**config.mk**
```make
export PLATFORM = sky130hd
export DESIGN_NAME = tape_reader_step_alarm_ctrl
export DESIGN_NICKNAME = d
export VERILOG_FILES = /design/src/core/trsa_pkg.sv /design/src/core/trsa_sw_if.sv /design/src/core/tape_reader_step_alarm_ctrl.sv /design/src/core/trsa_sw_debounce.sv
export VERILOG_INCLUDE_DIRS = /design/src /design/src/core
export SDC_FILE = /design/constraint.sdc
export NUM_CORES = 1
export LEC_CHECK = 0
export BUFFER_PORTS_ARGS = -buffer_cell sky130_fd_sc_hd__buf_2
export CAP_MARGIN = 10
export CORE_MARGIN = 2
export CORE_UTILIZATION = 40
export CTS_CLUSTER_DIAMETER = 30
export DETAILED_ROUTE_END_ITERATION = 8
export PLACE_DENSITY = 0.66
export SYNTH_ARGS = -nofsm -noshare
export SYNTH_HDL_FRONTEND = slang
export SYNTH_SLANG_ARGS = --single-unit
```
**constraint.sdc**
```tcl
create_clock -name clock -period 2.4 [get_ports clock]
set_clock_uncertainty 0.1 [all_clocks]
set_input_delay 0.24 -clock clock [delete_from_list [all_inputs] [get_ports clock]]
set_output_delay 0.24 -clock clock [all_outputs]
set_load 0.1 [all_outputs]
```
**src/core/trsa_defines.svh**
```systemverilog
// constants of the tape reader step and alarm control
`ifndef TRSA_DEFINES_SVH
`define TRSA_DEFINES_SVH

`define TRSA_CLK_HZ 25000000
`define TRSA_HOLD_MS 80
`define TRSA_HOLD_CYC ((`TRSA_CLK_HZ / 1000) * `TRSA_HOLD_MS)
`define TRSA_HOLD_W 21

`define TRSA_ADDR_W 4
`define TRSA_REG_CTRL 4'h0
`define TRSA_REG_STAT 4'h4
`define TRSA_CTRL_CLR 0

`define TRSA_ST_STOPSW 0
`define TRSA_ST_ONLINE 1
`define TRSA_ST_RDSTOP 2
`define TRSA_ST_VERALM 3
`define TRSA_ST_FEEDALM 4
`define TRSA_ST_RELEASED 5

`define TRSA_NUM_SW 4
`define TRSA_SW_STOP 0
`define TRSA_SW_STEPREAD 1
`define TRSA_SW_STEP 2
`define TRSA_SW_CLR 3

`define TRSA_NUM_M 4
`define TRSA_M_ONLINE 0
`define TRSA_M_SEQSTEP 1
`define TRSA_M_VERERR 2
`define TRSA_M_FEEDERR 3

`endif

```
**src/core/trsa_pkg.sv**
```systemverilog
// types of the tape reader step and alarm control
package trsa_pkg;
    typedef enum logic {PWR_HOLD, PWR_RUN} trsa_pwr_e;
    typedef logic [31:0] trsa_word_t;
endpackage

```
**src/core/trsa_sw_if.sv**
```systemverilog
// debounced switch level and its rising edge
interface trsa_sw_if;
    logic level;
    logic rise;
    modport src (output level, output rise);
    modport snk (input level, input rise);
endinterface

```
**src/core/tape_reader_step_alarm_ctrl.sv**
```systemverilog
// reader stop, step-read, manual step and alarm latch control
//
// Operation
// stop switch passes a set/reset latch so chatter gives one level change
// reader stop goes out only while stop switch in stop and on-line
// single-advance latch sets on step-read switch rise while reader stop asserted
// master withholds header generator and reader steps while reader stop asserted
// single-advance latch goes out as a one-cycle step-read pulse
// stop switch back to normal: reader follows the master's step pulses again
// manual step debounced, blocked when stop normal and on-line, else one pulse
// manual and master step pulses merge onto one reader driver output
// stop, on-line and manual step together raise an alarm suppress indication
// stop and step-read outputs held inactive for 80 ms after power-on
// separate verify and feed error alarm latches, each set by its input
// alarm latches set only while on-line; off-line errors ignored
// set alarm lights its lamp and signals the master verifier
// alarm present at power-up is gated off the master output; here only during the hold, it is sent to the master once released
// master stops all other senders on any sender's alarm
// alarm clear switch resets both latches and their lamps
// on-line lamp lit whenever on-line is received
// alarm output isolated during power-up like stop and step-read
// switch and master inputs synchronised, register port used directly; transition actions are one-cycle edge detects
// power-on hold clears control latches so nothing reaches the master at turn-on; alarm latches still set during hold, only the outputs are gated
`include "trsa_defines.svh"

module tape_reader_step_alarm_ctrl
    import trsa_pkg::*;
#(
    parameter int HOLD_CYC = `TRSA_HOLD_CYC
)
(
    // clock and reset
    input wire logic clock,
    input wire logic nrst,
    // register port
    input wire logic [`TRSA_ADDR_W-1:0] regAddr,
    input wire logic [31:0] regWdata,
    input wire logic regWr,
    input wire logic regRd,
    output trsa_word_t regRdata,
    // operator switches, make and break contacts
    input wire logic [`TRSA_NUM_SW-1:0] swMake,
    input wire logic [`TRSA_NUM_SW-1:0] swBreak,
    // from the master cabinet
    input wire logic onLine,
    input wire logic seqStep,
    input wire logic verifyErr,
    input wire logic feedErr,
    // to the master cabinet and reader driver
    output logic readerStop,
    output logic stepRead,
    output logic readerDrive,
    output logic alarmSuppress,
    output logic alarmToMaster,
    // lamps
    output logic stopLamp,
    output logic onLineLamp,
    output logic verifyLamp,
    output logic feedLamp
);
    localparam logic [`TRSA_HOLD_W-1:0] HOLD_LAST = `TRSA_HOLD_W'(HOLD_CYC - 1);

    trsa_sw_if swIf [`TRSA_NUM_SW] ();

    genvar gi;
    generate
        for (gi = 0; gi < `TRSA_NUM_SW; gi++)
        begin : g_sw
            trsa_sw_debounce u_deb
            (
                .clock(clock),
                .nrst(nrst),
                .contactMake(swMake[gi]),
                .contactBreak(swBreak[gi]),
                .sw(swIf[gi])
            );
        end
    endgenerate

    // master inputs: two-stage synchroniser then edge detect on the second stage
    logic [`TRSA_NUM_M-1:0] mIn, m1_r, m2_r, mPrev_r, mRise;
    assign mIn = {feedErr, verifyErr, seqStep, onLine};
    assign mRise = m2_r & ~mPrev_r;

    always_ff @(posedge clock or negedge nrst)
    begin
        if (!nrst)
        begin
            m1_r <= '0;
            m2_r <= '0;
            mPrev_r <= '0;
        end
        else
        begin
            m1_r <= mIn;
            m2_r <= m1_r;
            mPrev_r <= m2_r;
        end
    end

    wire onLineS = m2_r[`TRSA_M_ONLINE];
    wire seqStepS = m2_r[`TRSA_M_SEQSTEP];
    wire verRise = mRise[`TRSA_M_VERERR];
    wire feedRise = mRise[`TRSA_M_FEEDERR];
    wire stopLvl = swIf[`TRSA_SW_STOP].level;
    wire stepReadRise = swIf[`TRSA_SW_STEPREAD].rise;
    wire stepLvl = swIf[`TRSA_SW_STEP].level;
    wire stepRise = swIf[`TRSA_SW_STEP].rise;
    wire clrRise = swIf[`TRSA_SW_CLR].rise;

    // power-on hold: outputs toward the master stay inactive until released
    trsa_pwr_e pwr_r, pwr_nxt;
    logic [`TRSA_HOLD_W-1:0] holdCnt_r, holdCnt_nxt;
    logic released_r;

    always_comb
    begin
        pwr_nxt = pwr_r;
        holdCnt_nxt = holdCnt_r;
        unique case (pwr_r)
            PWR_HOLD:
            begin
                if (holdCnt_r == HOLD_LAST)
                    pwr_nxt = PWR_RUN;
                else
                    holdCnt_nxt = holdCnt_r + `TRSA_HOLD_W'h1;
            end
            PWR_RUN:
                pwr_nxt = PWR_RUN;
        endcase
    end

    always_ff @(posedge clock or negedge nrst)
    begin
        if (!nrst)
        begin
            pwr_r <= PWR_HOLD;
            holdCnt_r <= '0;
            released_r <= 1'b0;
        end
        else
        begin
            pwr_r <= pwr_nxt;
            holdCnt_r <= holdCnt_nxt;
            released_r <= (pwr_nxt == PWR_RUN);
        end
    end

    // register port decode
    wire wrCtrl = regWr && (regAddr == `TRSA_REG_CTRL);
    wire swClr = wrCtrl && regWdata[`TRSA_CTRL_CLR];
    wire rdStat = regRd && (regAddr == `TRSA_REG_STAT);

    // stop, step-read, manual step and suppress
    logic readerStop_r, stepRead_r, readerDrive_r, alarmSuppress_r;
    wire stopNxt = stopLvl & onLineS & released_r;
    wire stepReadNxt = stepReadRise & readerStop_r & released_r;
    wire manualOk = stopLvl | ~onLineS;
    wire manualPulse = stepRise & manualOk;
    // master steps pass straight through; the master itself withholds them while stopped
    wire driveNxt = seqStepS | manualPulse;
    wire suppressNxt = stopLvl & onLineS & stepLvl & released_r;

    always_ff @(posedge clock or negedge nrst)
    begin
        if (!nrst)
        begin
            readerStop_r <= 1'b0;
            stepRead_r <= 1'b0;
            readerDrive_r <= 1'b0;
            alarmSuppress_r <= 1'b0;
        end
        else
        begin
            readerStop_r <= stopNxt;
            stepRead_r <= stepReadNxt;
            readerDrive_r <= driveNxt;
            alarmSuppress_r <= suppressNxt;
        end
    end

    // alarm latches: a new error in the clearing cycle wins over the clear
    logic verAlarm_r, feedAlarm_r, alarmOut_r, onLineLamp_r;
    wire clrEvt = clrRise | swClr;
    wire verSet = verRise & onLineS;
    wire feedSet = feedRise & onLineS;
    wire verNxt = verSet | (verAlarm_r & ~clrEvt);
    wire feedNxt = feedSet | (feedAlarm_r & ~clrEvt);
    wire alarmOutNxt = (verNxt | feedNxt) & released_r;

    always_ff @(posedge clock or negedge nrst)
    begin
        if (!nrst)
        begin
            verAlarm_r <= 1'b0;
            feedAlarm_r <= 1'b0;
            alarmOut_r <= 1'b0;
            onLineLamp_r <= 1'b0;
        end
        else
        begin
            verAlarm_r <= verNxt;
            feedAlarm_r <= feedNxt;
            alarmOut_r <= alarmOutNxt;
            onLineLamp_r <= onLineS;
        end
    end

    // status read; data stand only in the cycle after the strobe
    trsa_word_t statWord, rdata_r;
    logic stopLamp_r;
    always_comb
    begin
        statWord = '0;
        statWord[`TRSA_ST_STOPSW] = stopLvl;
        statWord[`TRSA_ST_ONLINE] = onLineS;
        statWord[`TRSA_ST_RDSTOP] = readerStop_r;
        statWord[`TRSA_ST_VERALM] = verAlarm_r;
        statWord[`TRSA_ST_FEEDALM] = feedAlarm_r;
        statWord[`TRSA_ST_RELEASED] = released_r;
    end

    always_ff @(posedge clock or negedge nrst)
    begin
        if (!nrst)
        begin
            rdata_r <= '0;
            stopLamp_r <= 1'b0;
        end
        else
        begin
            rdata_r <= rdStat ? statWord : '0;
            stopLamp_r <= stopLvl;
        end
    end

    assign regRdata = rdata_r;
    assign readerStop = readerStop_r;
    assign stepRead = stepRead_r;
    assign readerDrive = readerDrive_r;
    assign alarmSuppress = alarmSuppress_r;
    assign alarmToMaster = alarmOut_r;
    assign stopLamp = stopLamp_r;
    assign onLineLamp = onLineLamp_r;
    assign verifyLamp = verAlarm_r;
    assign feedLamp = feedAlarm_r;

    // checks
    property p_hold_quiet;
        @(posedge clock) disable iff (!nrst)
        !$past(released_r) |-> !readerStop_r && !stepRead_r && !alarmOut_r;
    endproperty
    a_hold_quiet: assert property (p_hold_quiet)
        else $error("output toward master during power-on hold");

    property p_release_time;
        @(posedge clock) disable iff (!nrst)
        $rose(released_r) |-> $past(holdCnt_r) == HOLD_LAST;
    endproperty
    a_release_time: assert property (p_release_time)
        else $error("hold released at wrong count");

    property p_stop_cause;
        @(posedge clock) disable iff (!nrst)
        readerStop_r |-> $past(stopLvl) && $past(onLineS);
    endproperty
    a_stop_cause: assert property (p_stop_cause)
        else $error("reader stop without stop switch and on-line");

    property p_stepread_pulse;
        @(posedge clock) disable iff (!nrst)
        stepRead_r |-> $past(readerStop_r) && $past(stepReadRise) ##1 !stepRead_r;
    endproperty
    a_stepread_pulse: assert property (p_stepread_pulse)
        else $error("step-read pulse without cause or too long");

    property p_manual_block;
        @(posedge clock) disable iff (!nrst)
        (stepRise && !stopLvl && onLineS) |=> readerDrive_r == $past(seqStepS);
    endproperty
    a_manual_block: assert property (p_manual_block)
        else $error("manual step passed while reader on-line and running");

    property p_manual_pass;
        @(posedge clock) disable iff (!nrst)
        (stepRise && (stopLvl || !onLineS)) |=> readerDrive_r;
    endproperty
    a_manual_pass: assert property (p_manual_pass)
        else $error("manual step pulse lost");

    property p_suppress;
        @(posedge clock) disable iff (!nrst)
        $rose(alarmSuppress_r) |-> $past(stepLvl) && $past(stopLvl) && $past(onLineS);
    endproperty
    a_suppress: assert property (p_suppress)
        else $error("alarm suppress without its three conditions");

    property p_alarm_offline;
        @(posedge clock) disable iff (!nrst)
        (!onLineS && !verAlarm_r && !feedAlarm_r) |=> !verAlarm_r && !feedAlarm_r;
    endproperty
    a_alarm_offline: assert property (p_alarm_offline)
        else $error("alarm latched while off-line");

    property p_alarm_set;
        @(posedge clock) disable iff (!nrst)
        (verRise && onLineS) |=> verAlarm_r ##1 (verAlarm_r || $past(clrEvt));
    endproperty
    a_alarm_set: assert property (p_alarm_set)
        else $error("verify error not latched");

    property p_alarm_clear;
        @(posedge clock) disable iff (!nrst)
        (clrEvt && !verSet && !feedSet) |=> !verAlarm_r && !feedAlarm_r && !verifyLamp;
    endproperty
    a_alarm_clear: assert property (p_alarm_clear)
        else $error("alarm clear did not reset latches");

    property p_alarm_out;
        @(posedge clock) disable iff (!nrst)
        ($past(released_r) && (verAlarm_r || feedAlarm_r)) |-> alarmOut_r;
    endproperty
    a_alarm_out: assert property (p_alarm_out)
        else $error("latched alarm not sent to master");

    property p_online_lamp;
        @(posedge clock) disable iff (!nrst)
        onLineS |=> onLineLamp_r;
    endproperty
    a_online_lamp: assert property (p_online_lamp)
        else $error("on-line lamp dark while on-line");

    // the alarm output lags the latch by one cycle at hold release, so the
    // latch is checked here on its own
    property p_feed_set;
        @(posedge clock) disable iff (!nrst)
        (feedRise && onLineS) |=> feedAlarm_r && feedLamp;
    endproperty
    a_feed_set: assert property (p_feed_set)
        else $error("feed error not latched");

    property p_master_step;
        @(posedge clock) disable iff (!nrst)
        seqStepS |=> readerDrive_r;
    endproperty
    a_master_step: assert property (p_master_step)
        else $error("master step pulse not passed to reader driver");
endmodule

```
**src/core/trsa_sw_debounce.sv**
```systemverilog
// two-contact switch synchroniser, set/reset latch and edge detect
module trsa_sw_debounce
(
    // clock and reset
    input wire logic clock,
    input wire logic nrst,
    // switch contacts
    input wire logic contactMake,
    input wire logic contactBreak,
    // clean switch
    trsa_sw_if.src sw
);
    logic mk1_r, mk2_r, bk1_r, bk2_r;
    logic latch_r, latch_nxt, rise_r;

    // set/reset latch: chatter on one contact cannot flip it back
    assign latch_nxt = (mk2_r & ~bk2_r) ? 1'b1 :
                       (bk2_r & ~mk2_r) ? 1'b0 : latch_r;

    always_ff @(posedge clock or negedge nrst)
    begin
        if (!nrst)
        begin
            mk1_r <= 1'b0;
            mk2_r <= 1'b0;
            bk1_r <= 1'b0;
            bk2_r <= 1'b0;
            latch_r <= 1'b0;
            rise_r <= 1'b0;
        end
        else
        begin
            mk1_r <= contactMake;
            mk2_r <= mk1_r;
            bk1_r <= contactBreak;
            bk2_r <= bk1_r;
            latch_r <= latch_nxt;
            rise_r <= latch_nxt & ~latch_r;
        end
    end

    assign sw.level = latch_r;
    assign sw.rise = rise_r;
endmodule

```
=== Word level (Yosys, flattened, before mapping) ===
Index checks and enable logic that the tools add are counted.

* Flip-flop bits (word level): 72
* Logic and storage cells: 104

* Add/sub/neg operators: 1
* Eq/ne operators: 2
* Multiplexer cells: 11
* Bitwise operators: 46
* Reduce and logical (&&, ||, !) cells: 6

{| class="wikitable"
|+ Operators with widths
! operator !! count
|-
| $and 1x1->1 || 23
|-
| $add 21x1->21 const B || 1
|-
| $eq 21x21->1 const B || 1
|-
| $not 1->1 || 15
|-
| $mux 1 || 9
|-
| $mux 6 || 1
|-
| $or 1x1->1 || 6
|-
| $and 4x4->4 || 1
|-
| $eq 4x3->1 const B || 1
|-
| $logic_not 4->1 || 1
|-
| $not 4->4 || 1
|-
| $logic_and 1x1->1 || 3
|-
| $pmux 1 s2 || 1
|-
| $reduce_and 2->1 || 1
|-
| $reduce_bool 2->1 || 1
|}

=== Depth between registers and ports, before layout ===
Gate-level depths: netlist of run 1.

* Depth after elaboration: 9
* Gate-level depth with buffers: 5

=== Cells and area by module ===
From an unflattened synthesis of run 1, not the netlist that was laid out.

* Cell total of the unflattened synthesis: 199
* Area, all modules: 2,716.4 sq um

{| class="wikitable"
|+ By module, submodules not included
! module !! instances !! cells each !! area an instance (sq um)
|-
| tape_reader_step_alarm_ctrl || 1 || 163 || 2,025.7
|-
| trsa_sw_debounce || 4 || 9 || 172.7
|}

=== Worst setup path before layout of run 1 ===
No wires, ideal clock.

* Kind: reg-to-reg
* Start point: register holdCnt_r[11]
* End point: register holdCnt_r[1]
* Library setup time: 0.125 ns
* Data arrival time: 1.736 ns
* Data required time: 2.175 ns
* Setup slack: 0.439 ns
* Stages on the path, launching flop included: 5
* Buffers on the path: 0
* Period minus slack after synthesis: 1.961 ns
* Cell sequence: dfrtp_1 or4b_4 nor4_4 a21o_4 mux2_4

* Longest elaborated chain between the ends: 3

{| class="wikitable"
|+ Ends and longest elaborated chain
! item !! RTL line !! source
|-
| from (decl) || tape_reader_step_alarm_ctrl.sv:113 || <nowiki>logic [`TRSA_HOLD_W-1:0] holdCnt_r, holdCnt_nxt;</nowiki>
|-
| from (signal assigned) || tape_reader_step_alarm_ctrl.sv:144 || <nowiki>holdCnt_r <= holdCnt_nxt;</nowiki>
|-
| $eq 21x21->1 || tape_reader_step_alarm_ctrl.sv:123 || <nowiki>if (holdCnt_r == HOLD_LAST)</nowiki>
|-
| $not 1->1 (no source line) || - ||
|-
| $reduce_and 2->1 (no source line) || - ||
|}

No other way between the ends.
A chain may end at the register's enable or synchronous reset.

=== Final worst setup path of run 1 ===
Same ends and word-level chain as after synthesis.

==> flow_summary_export.csv, run 1 <==
group,metric,value,unit
timing,tns,0,ns
synthesis,ys_seq_area_frac,0.645,
synthesis,async_reset_ff_frac,1.00,
worst_setup_path,slowest_stage,"or4b_4",
synthesis,ys_types,43,
synthesis,synth_edf_count,0,
pwr,leakage,0.00158,uW
die,die_h,86.4,um
cells_and_area,syn2layout_area_growth,20.5,%
die,core_area,6680,um^2
pwr,peakVddDrop,409,uV
placed_design,place_hpwl,2950,um
timing,tightestPinTransition,0.582,ns
drt,via_per_inst,4.72,
worst_setup_path,cp_top_family,"simple AND/OR/NAND/NOR gates",
clocking,path_clk_slew,0.07,ns
synthesis,avgSynthCellArea,13.2,um^2
timing,maxSlewHeadroom,0.612,
synthesis,yosysWarnings,0,
clocking,cts_buffers,9,
timing,fin_crit,2.10,ns
worst_setup_path,crit_path_start_kind,"flip-flop",
cells_and_area,antenna_cells,0,
drt,vias,1660,
global_routing,antenna_found_initial,0,
clocking,cts_max_level,3,
global_routing,grt_first_pass_wirelength,7470,um
worst_setup_path,crit_cells,4,
synthesis,synthesis.area,2710,um^2
drt,drt-wirelength-per-cell,12.4,um
drt,drc,0,
global_routing,grt_usage,0.133,
global_routing,grt_max_degree,31,
timing,drv_slew,0,
drt,routed_wl,4380,um
worst_setup_path,critPathMaxFanout,6,
worst_setup_path,endpoint_kind,"flip-flop",
die,initial_utilization,0.406,
die,die_x,86.4,um
worst_setup_path,crit_required,2.53,ns
global_routing,gr-total-overflow,0,
run,maxCapViolCount,0,
worst_hold_path,worstHoldPathType,"flip-flop to flip-flop",
clocking,clock_latency,0.34,ns
worst_setup_path,cp_slowest_stage_delay,0.59,ns
timing,finalCritPeriodShare,0.874,
timing,setup_viol,0,
clocking,cts_buffer_depth,2,
synthesis,ys_ff_latch,70,
worst_setup_path,arrival,2.23,ns
worst_hold_path,min_path_cells,0,
status,outcome,"finished clean",
drt,drt-pass1-iter-count,4,
placed_design,dp.cells,323,
die,die_area,7460,um^2
worst_setup_path,worst-r2r-cell-count,4,
placed_design,io_buffers,35,
clocking,numClockSinks,70,
global_routing,grt_pass1_vias,1627,
drt,drtAntennaViolNets,0,
timing,fmax,476,MHz
die,std_cell_rows,30,
cells_and_area,fin_nets,321,
synthesis,synthCells,205,
clocking,cts_tree,"yes",
synthesis,ys.flop_type,"dfrtp_1",
placed_design,gp_congestion,0.769,
worst_setup_path,crit_chain,"or4b_4, nor4_4, a21o_4, mux2_4",
pwr,pwr_density_cell,786,nW/um^2
worst_setup_path,cp_num_buf_inv,0,
cells_and_area,finalNonFillerCells,352,
clocking,root_buffer,"clkbuf_8",
die,io_pins,93,
timing,hold_violations,0,
timing,rsz0062_at_grt,"false",
cells_and_area,drive_gt1_frac,0.246,
worst_setup_path,critPathKind,"flip-flop to flip-flop",
drt,drt-initial-drc-count,73,
==> kinds of logic (layout without fill, tap and decap cells) <==
| group | after synthesis | in the layout | synth area share |
|---|---|---|---|
| simple gates | 63 | 63 | 0.152 |
| buf+inv | 33 | 75 | 0.0816 |
| flops | 70 | 70 | 0.645 |
| other cells | 1 | 26 | 0.00138 |
| xor+xnor | 16 | 16 | 0.0516 |
| fa+ha+maj | 3 | 3 | 0.0129 |
| mux | 2 | 2 | 0.00968 |
| compound gates | 17 | 17 | 0.0452 |
==> stage by stage <==
stage | utilization | power [uW] | hold WS, ns | cell area (um^2) | setup WS, ns
after CTS | 0.490 | 2590 | 0.252 | 3270 | 0.298
after detailed placement | 0.439 | 1610 | 0.183 | 2930 | 0.310
after floorplan | - | 1580 | -0.156 | 2810 | 0.439
after global routing | 0.490 | 2680 | 0.258 | 3270 | 0.252
final | 0.490 | 2570 | 0.251 | 3270 | 0.301
after global placement | 0.439 | 1610 | 0.160 | 2930 | 0.320
==> area by class of cell <==
type / instances / area [um^2]
clock buffer: 10 / 138
clock inverter: 6 / 68.8
fill: 604 / 3410
inverter: 6 / 22.5
multi-input combinational: 127 / 835
sequential: 70 / 1750
tap: 80 / 100
timing repair buffer: 53 / 355
==> state kept, by name, summed over array words and instances, names as in the netlist, 4 cells and up <==
name                 flops
g_sw.u_deb.bk2_r         4
holdCnt_r               21
g_sw.u_deb.bk1_r         4
regRdata                 6
g_sw.u_deb.mk2_r         4
g_sw.u_deb.mk1_r         4
m2_r                     4
m1_r                     4
g_sw.u_deb.sw.level      4
==> placed cells by master (no fill, tap or decap), types with 2 or more instances in the layout <==
| cell | count |
|---|---|
| or4b_4 | 2 |
| buf_4 | 4 |
| a21oi_1 | 3 |
| nand3_1 | 5 |
| nor3b_1 | 3 |
| conb_1 | 26 |
| dfrtp_1 | 70 |
| and2_1 | 7 |
| nor2_1 | 8 |
| o21ai_0 | 6 |
| dlygate4sd3_1 | 13 |
| and3_1 | 5 |
| a32o_1 | 2 |
| inv_6 | 2 |
| clkbuf_8 | 10 |
| nand2_1 | 7 |
| xor2_1 | 2 |
| inv_1 | 6 |
| ha_1 | 2 |
| xnor2_1 | 14 |
| nand4_1 | 9 |
| nor3_1 | 2 |
| buf_2 | 35 |
| and4_1 | 2 |
==> power breakdown <==
group	internal (uW)	switching (uW)	total, uW
combinational	52.1	305	357
sequential	1220	22.0	1240
clock	515	454	969
==> final timing paths <==
path                                               start                            end  slack (ns)
min                        g_sw[0].u_deb.bk1_r$_DFF_PN0_  g_sw[0].u_deb.bk2_r$_DFF_PN0_        0.25
min reg2reg                g_sw[0].u_deb.bk1_r$_DFF_PN0_  g_sw[0].u_deb.bk2_r$_DFF_PN0_        0.25
max in group asynchronous                           nrst           mPrev_r[3]$_DFF_PN0_        1.22
min in group asynchronous                           nrst  g_sw[3].u_deb.mk1_r$_DFF_PN0_        0.33
max reg2reg                    holdCnt_r[11]$_DFFE_PN0P_       holdCnt_r[1]$_DFFE_PN0P_        0.30
max                            holdCnt_r[11]$_DFFE_PN0P_       holdCnt_r[1]$_DFFE_PN0P_        0.30
==> cells in the mapped netlist, types with 2 or more instances <==
cell,count,share of area
xnor2_1,14,0.045
nand3_1,5,0.0092
a21oi_1,3,0.0055
o21ai_0,6,0.011
nor3_1,2,0.0037
nor2_1,8,0.011
and2_1,7,0.016
xor2_1,2,0.0065
a32o_1,2,0.0074
dfrtp_1,70,0.65
or4b_4,2,0.010
inv_1,6,0.0083
nand4_1,9,0.021
and4_1,2,0.0065
nor3b_1,3,0.0083
and3_1,5,0.012
ha_1,2,0.0092
nand2_1,7,0.0097
buf_4,26,0.072
==> layer usage <==
| metal | vias to the layer above | share of wire | global-route usage |
|---|---|---|---|
| met3 | 8 | 0.039 | 0.0381 |
| met5 | - | 0 | 0 |
| met2 | 43 | 0.47 | 0.198 |
| li1 | 787 | - | - |
| met1 | 822 | 0.46 | 0.171 |
| met4 | 0 | 0.024 | 0.0810 |
==> timing repair <==
action | 4_1_cts | 5_1_grt
hold buffers | 13 | 0
gates resized for setup | 0 | 0
setup buffers | 0 | 0
endpoints found under the hold margin | 35 | 0
Note: power is estimated with default switching activity, not from simulation.
==> run 2, diff against run 1 <==
--- a/config.mk
+++ b/config.mk
@@ -6,13 +6,12 @@
 export SDC_FILE = /design/constraint.sdc
 export NUM_CORES = 1
 export LEC_CHECK = 0
-export BUFFER_PORTS_ARGS = -buffer_cell sky130_fd_sc_hd__buf_2
+export BUFFER_PORTS_ARGS = -buffer_cell sky130_fd_sc_hd__buf_4
 export CAP_MARGIN = 10
 export CORE_MARGIN = 2
-export CORE_UTILIZATION = 40
+export CORE_UTILIZATION = 24
 export CTS_CLUSTER_DIAMETER = 30
 export DETAILED_ROUTE_END_ITERATION = 8
-export PLACE_DENSITY = 0.66
 export SYNTH_ARGS = -nofsm -noshare
 export SYNTH_HDL_FRONTEND = slang
 export SYNTH_SLANG_ARGS = --single-unit
==> run 2 against run 1 <==
Effect of this change: critical path depth unchanged; largest cell class unchanged; maximum frequency up 0.64%; global-route usage down 4.9 points; routed wire length up 5.1%; clock power up 26%; critical endpoint unchanged; sequential share of layout area down 3.3 points; combinational power up 3%; power up 11%; via count down 1.7%; final cell count up 16%; die area up 63%.
==> flow_summary_export.csv, run 2 (synthesis results as in run 1) <==
group,metric,value,unit
status,outcome,"finished clean",
timing,fin_crit,2.09,ns
worst_setup_path,crit_chain,"or4b_4, nor4_4, a21o_4, mux2_4",
cells_and_area,syn2layout_area_growth,28.4,%
global_routing,grt_pass1_vias,1597,
global_routing,grt_first_pass_wirelength,7580,um
clocking,numClockSinks,70,
global_routing,gr-total-overflow,0,
drt,drtAntennaViolNets,0,
die,die_x,110,um
worst_setup_path,critPathMaxFanout,6,
global_routing,grt_usage,0.0836,
worst_setup_path,slowest_stage,"or4b_4",
clocking,cts_tree,"yes",
worst_setup_path,cp_slowest_stage_delay,0.59,ns
drt,via_per_inst,3.98,
cells_and_area,top_register,"holdCnt_r",
clocking,cts_buffer_depth,2,
timing,rsz0062_at_grt,"false",
worst_hold_path,worstHoldPathType,"flip-flop to flip-flop",
drt,drc,0,
timing,tightestPinTransition,0.871,ns
cells_and_area,fill_cells,1084,
timing,finalCritPeriodShare,0.869,
drt,drt-pass1-iter-count,4,
cells_and_area,fin_nets,319,
die,io_pins,93,
drt,vias,1631,
timing,drv_slew,0,
pwr,peakVddDrop,265,uV
worst_setup_path,endpoint_kind,"flip-flop",
placed_design,io_buffers,35,
placed_design,gp_congestion,0.800,
cells_and_area,final_cell_mix,"dfrtp_1, buf_4, conb_1",
timing,maxSlewHeadroom,0.419,
cells_and_area,antenna_cells,0,
timing,hold_violations,0,
die,std_cell_rows,38,
drt,drt-initial-drc-count,45,
die,die_h,110,um
worst_setup_path,crit_path_start_kind,"flip-flop",
worst_setup_path,cp_num_buf_inv,0,
clocking,clock_latency,0.32,ns
cells_and_area,drive_gt1_frac,0.241,
clocking,root_buffer,"clkbuf_16",
worst_setup_path,crit_required,2.50,ns
placed_design,place_ws,0.336,ns
placed_design,place_hpwl,3100,um
cells_and_area,largest_reg_flops,21,
cells_and_area,final_area,3480,um^2
run,maxCapViolCount,0,
die,initial_utilization,0.248,
clocking,cts_buffers,9,
pwr,finalPower,2840,uW
die,core_area,10900,um^2
worst_setup_path,arrival,2.19,ns
global_routing,antenna_found_initial,0,
placed_design,place_area,3070,um^2
pwr,pwr_density_cell,816,nW/um^2
timing,fmax,480,MHz
drt,drt-wirelength-per-cell,11.2,um
clocking,post_cts_buffers,0,
worst_setup_path,cp_top_family,"simple AND/OR/NAND/NOR gates",
timing,tns,0,ns
clocking,cts-resized-gates,0,
cells_and_area,final_core_util,0.319,
worst_setup_path,rrSetupSlack,0.31,ns
pwr,leakage,0.00162,uW
clocking,cts_max_level,3,
worst_setup_path,critPathKind,"flip-flop to flip-flop",
cells_and_area,layout_commonest_cell,"dfrtp_1",
global_routing,grt_max_degree,71,
drt,routed_wl,4600,um
die,die_area,12200,um^2
timing,setup_viol,0,
clocking,path_clk_slew,0.06,ns
timing,fin_ws,0.315,ns
-- run 2: cell count changes in the layout (fill, tap and decap cells not counted), sizes merged --
| cell | previous run | this run |
|---|---|---|
| bufinv | 1 | 0 |
| clkinvlp | 1 | 3 |
| clkinv | 2 | 1 |
| buf | 40 | 38 |
-- run 2: stage by stage --
stage | hold WS [ns] | instances
2_1_floorplan | -0.156 | 230
3_3_place_gp | 0.233 | 381
3_5_place_dp | 0.235 | 381
4_1_cts | 0.248 | 410
5_1_grt | 0.254 | 410
6_report | 0.247 | 410
-- run 2: worst paths after layout --
kind,cells past startpoint,from,end
hold reg to reg,0,g_sw[3].u_deb.bk1_r$_DFF_PN0_,g_sw[3].u_deb.bk2_r$_DFF_PN0_
setup / recovery,4,holdCnt_r[11]$_DFFE_PN0P_,holdCnt_r[1]$_DFFE_PN0P_
min in group asynchronous,2,nrst,holdCnt_r[11]$_DFFE_PN0P_
hold / removal,0,g_sw[3].u_deb.bk1_r$_DFF_PN0_,g_sw[3].u_deb.bk2_r$_DFF_PN0_
max in group asynchronous,2,nrst,g_sw[1].u_deb.sw.rise$_DFF_PN0_
setup reg to reg,4,holdCnt_r[11]$_DFFE_PN0P_,holdCnt_r[1]$_DFFE_PN0P_
-- run 2: layer usage --
| layer | vias to the layer above | GRT usage | wire length, um |
|---|---|---|---|
| li1 | 777 | - | - |
| met1 | 804 | 0.102 | 2070 |
| met2 | 42 | 0.128 | 2210 |
| met3 | 8 | 0.0241 | 209 |
| met4 | 0 | 0.0563 | 110 |
| met5 | - | 0 | 0 |
-- run 2: area by class of cell --
cell class                 instances  area [um^2]  share of cell area
clock buffer                      10          239              0.0686
clock inverter                     6         45.0              0.0129
tap                              140          175              0.0503
sequential                        70         1750               0.503
inverter                           6         22.5             0.00647
multi-input combinational        127          835               0.240
timing repair buffer              51          415               0.119
-- run 2: repair_timing --
item                                    CTS  global route
hold buffers                             13             0
endpoints found under the setup margin    0             0
endpoints found under the hold margin    82             0
-- run 2: worst register-to-register path: stages (launching register included) --
cell and delay [ns]:
dfrtp_1 0.44, or4b_4 0.59, nor4_4 0.35, a21o_4 0.19, mux2_4 0.29
-- run 2: power breakdown --
part / leakage, uW / internal [uW] / switching [uW]
logic: 0.000603 / 63.5 / 306
clock network: 0.000132 / 731 / 493
registers: 0.000883 / 1220 / 24.3
total: 0.00162 / 2020 / 823
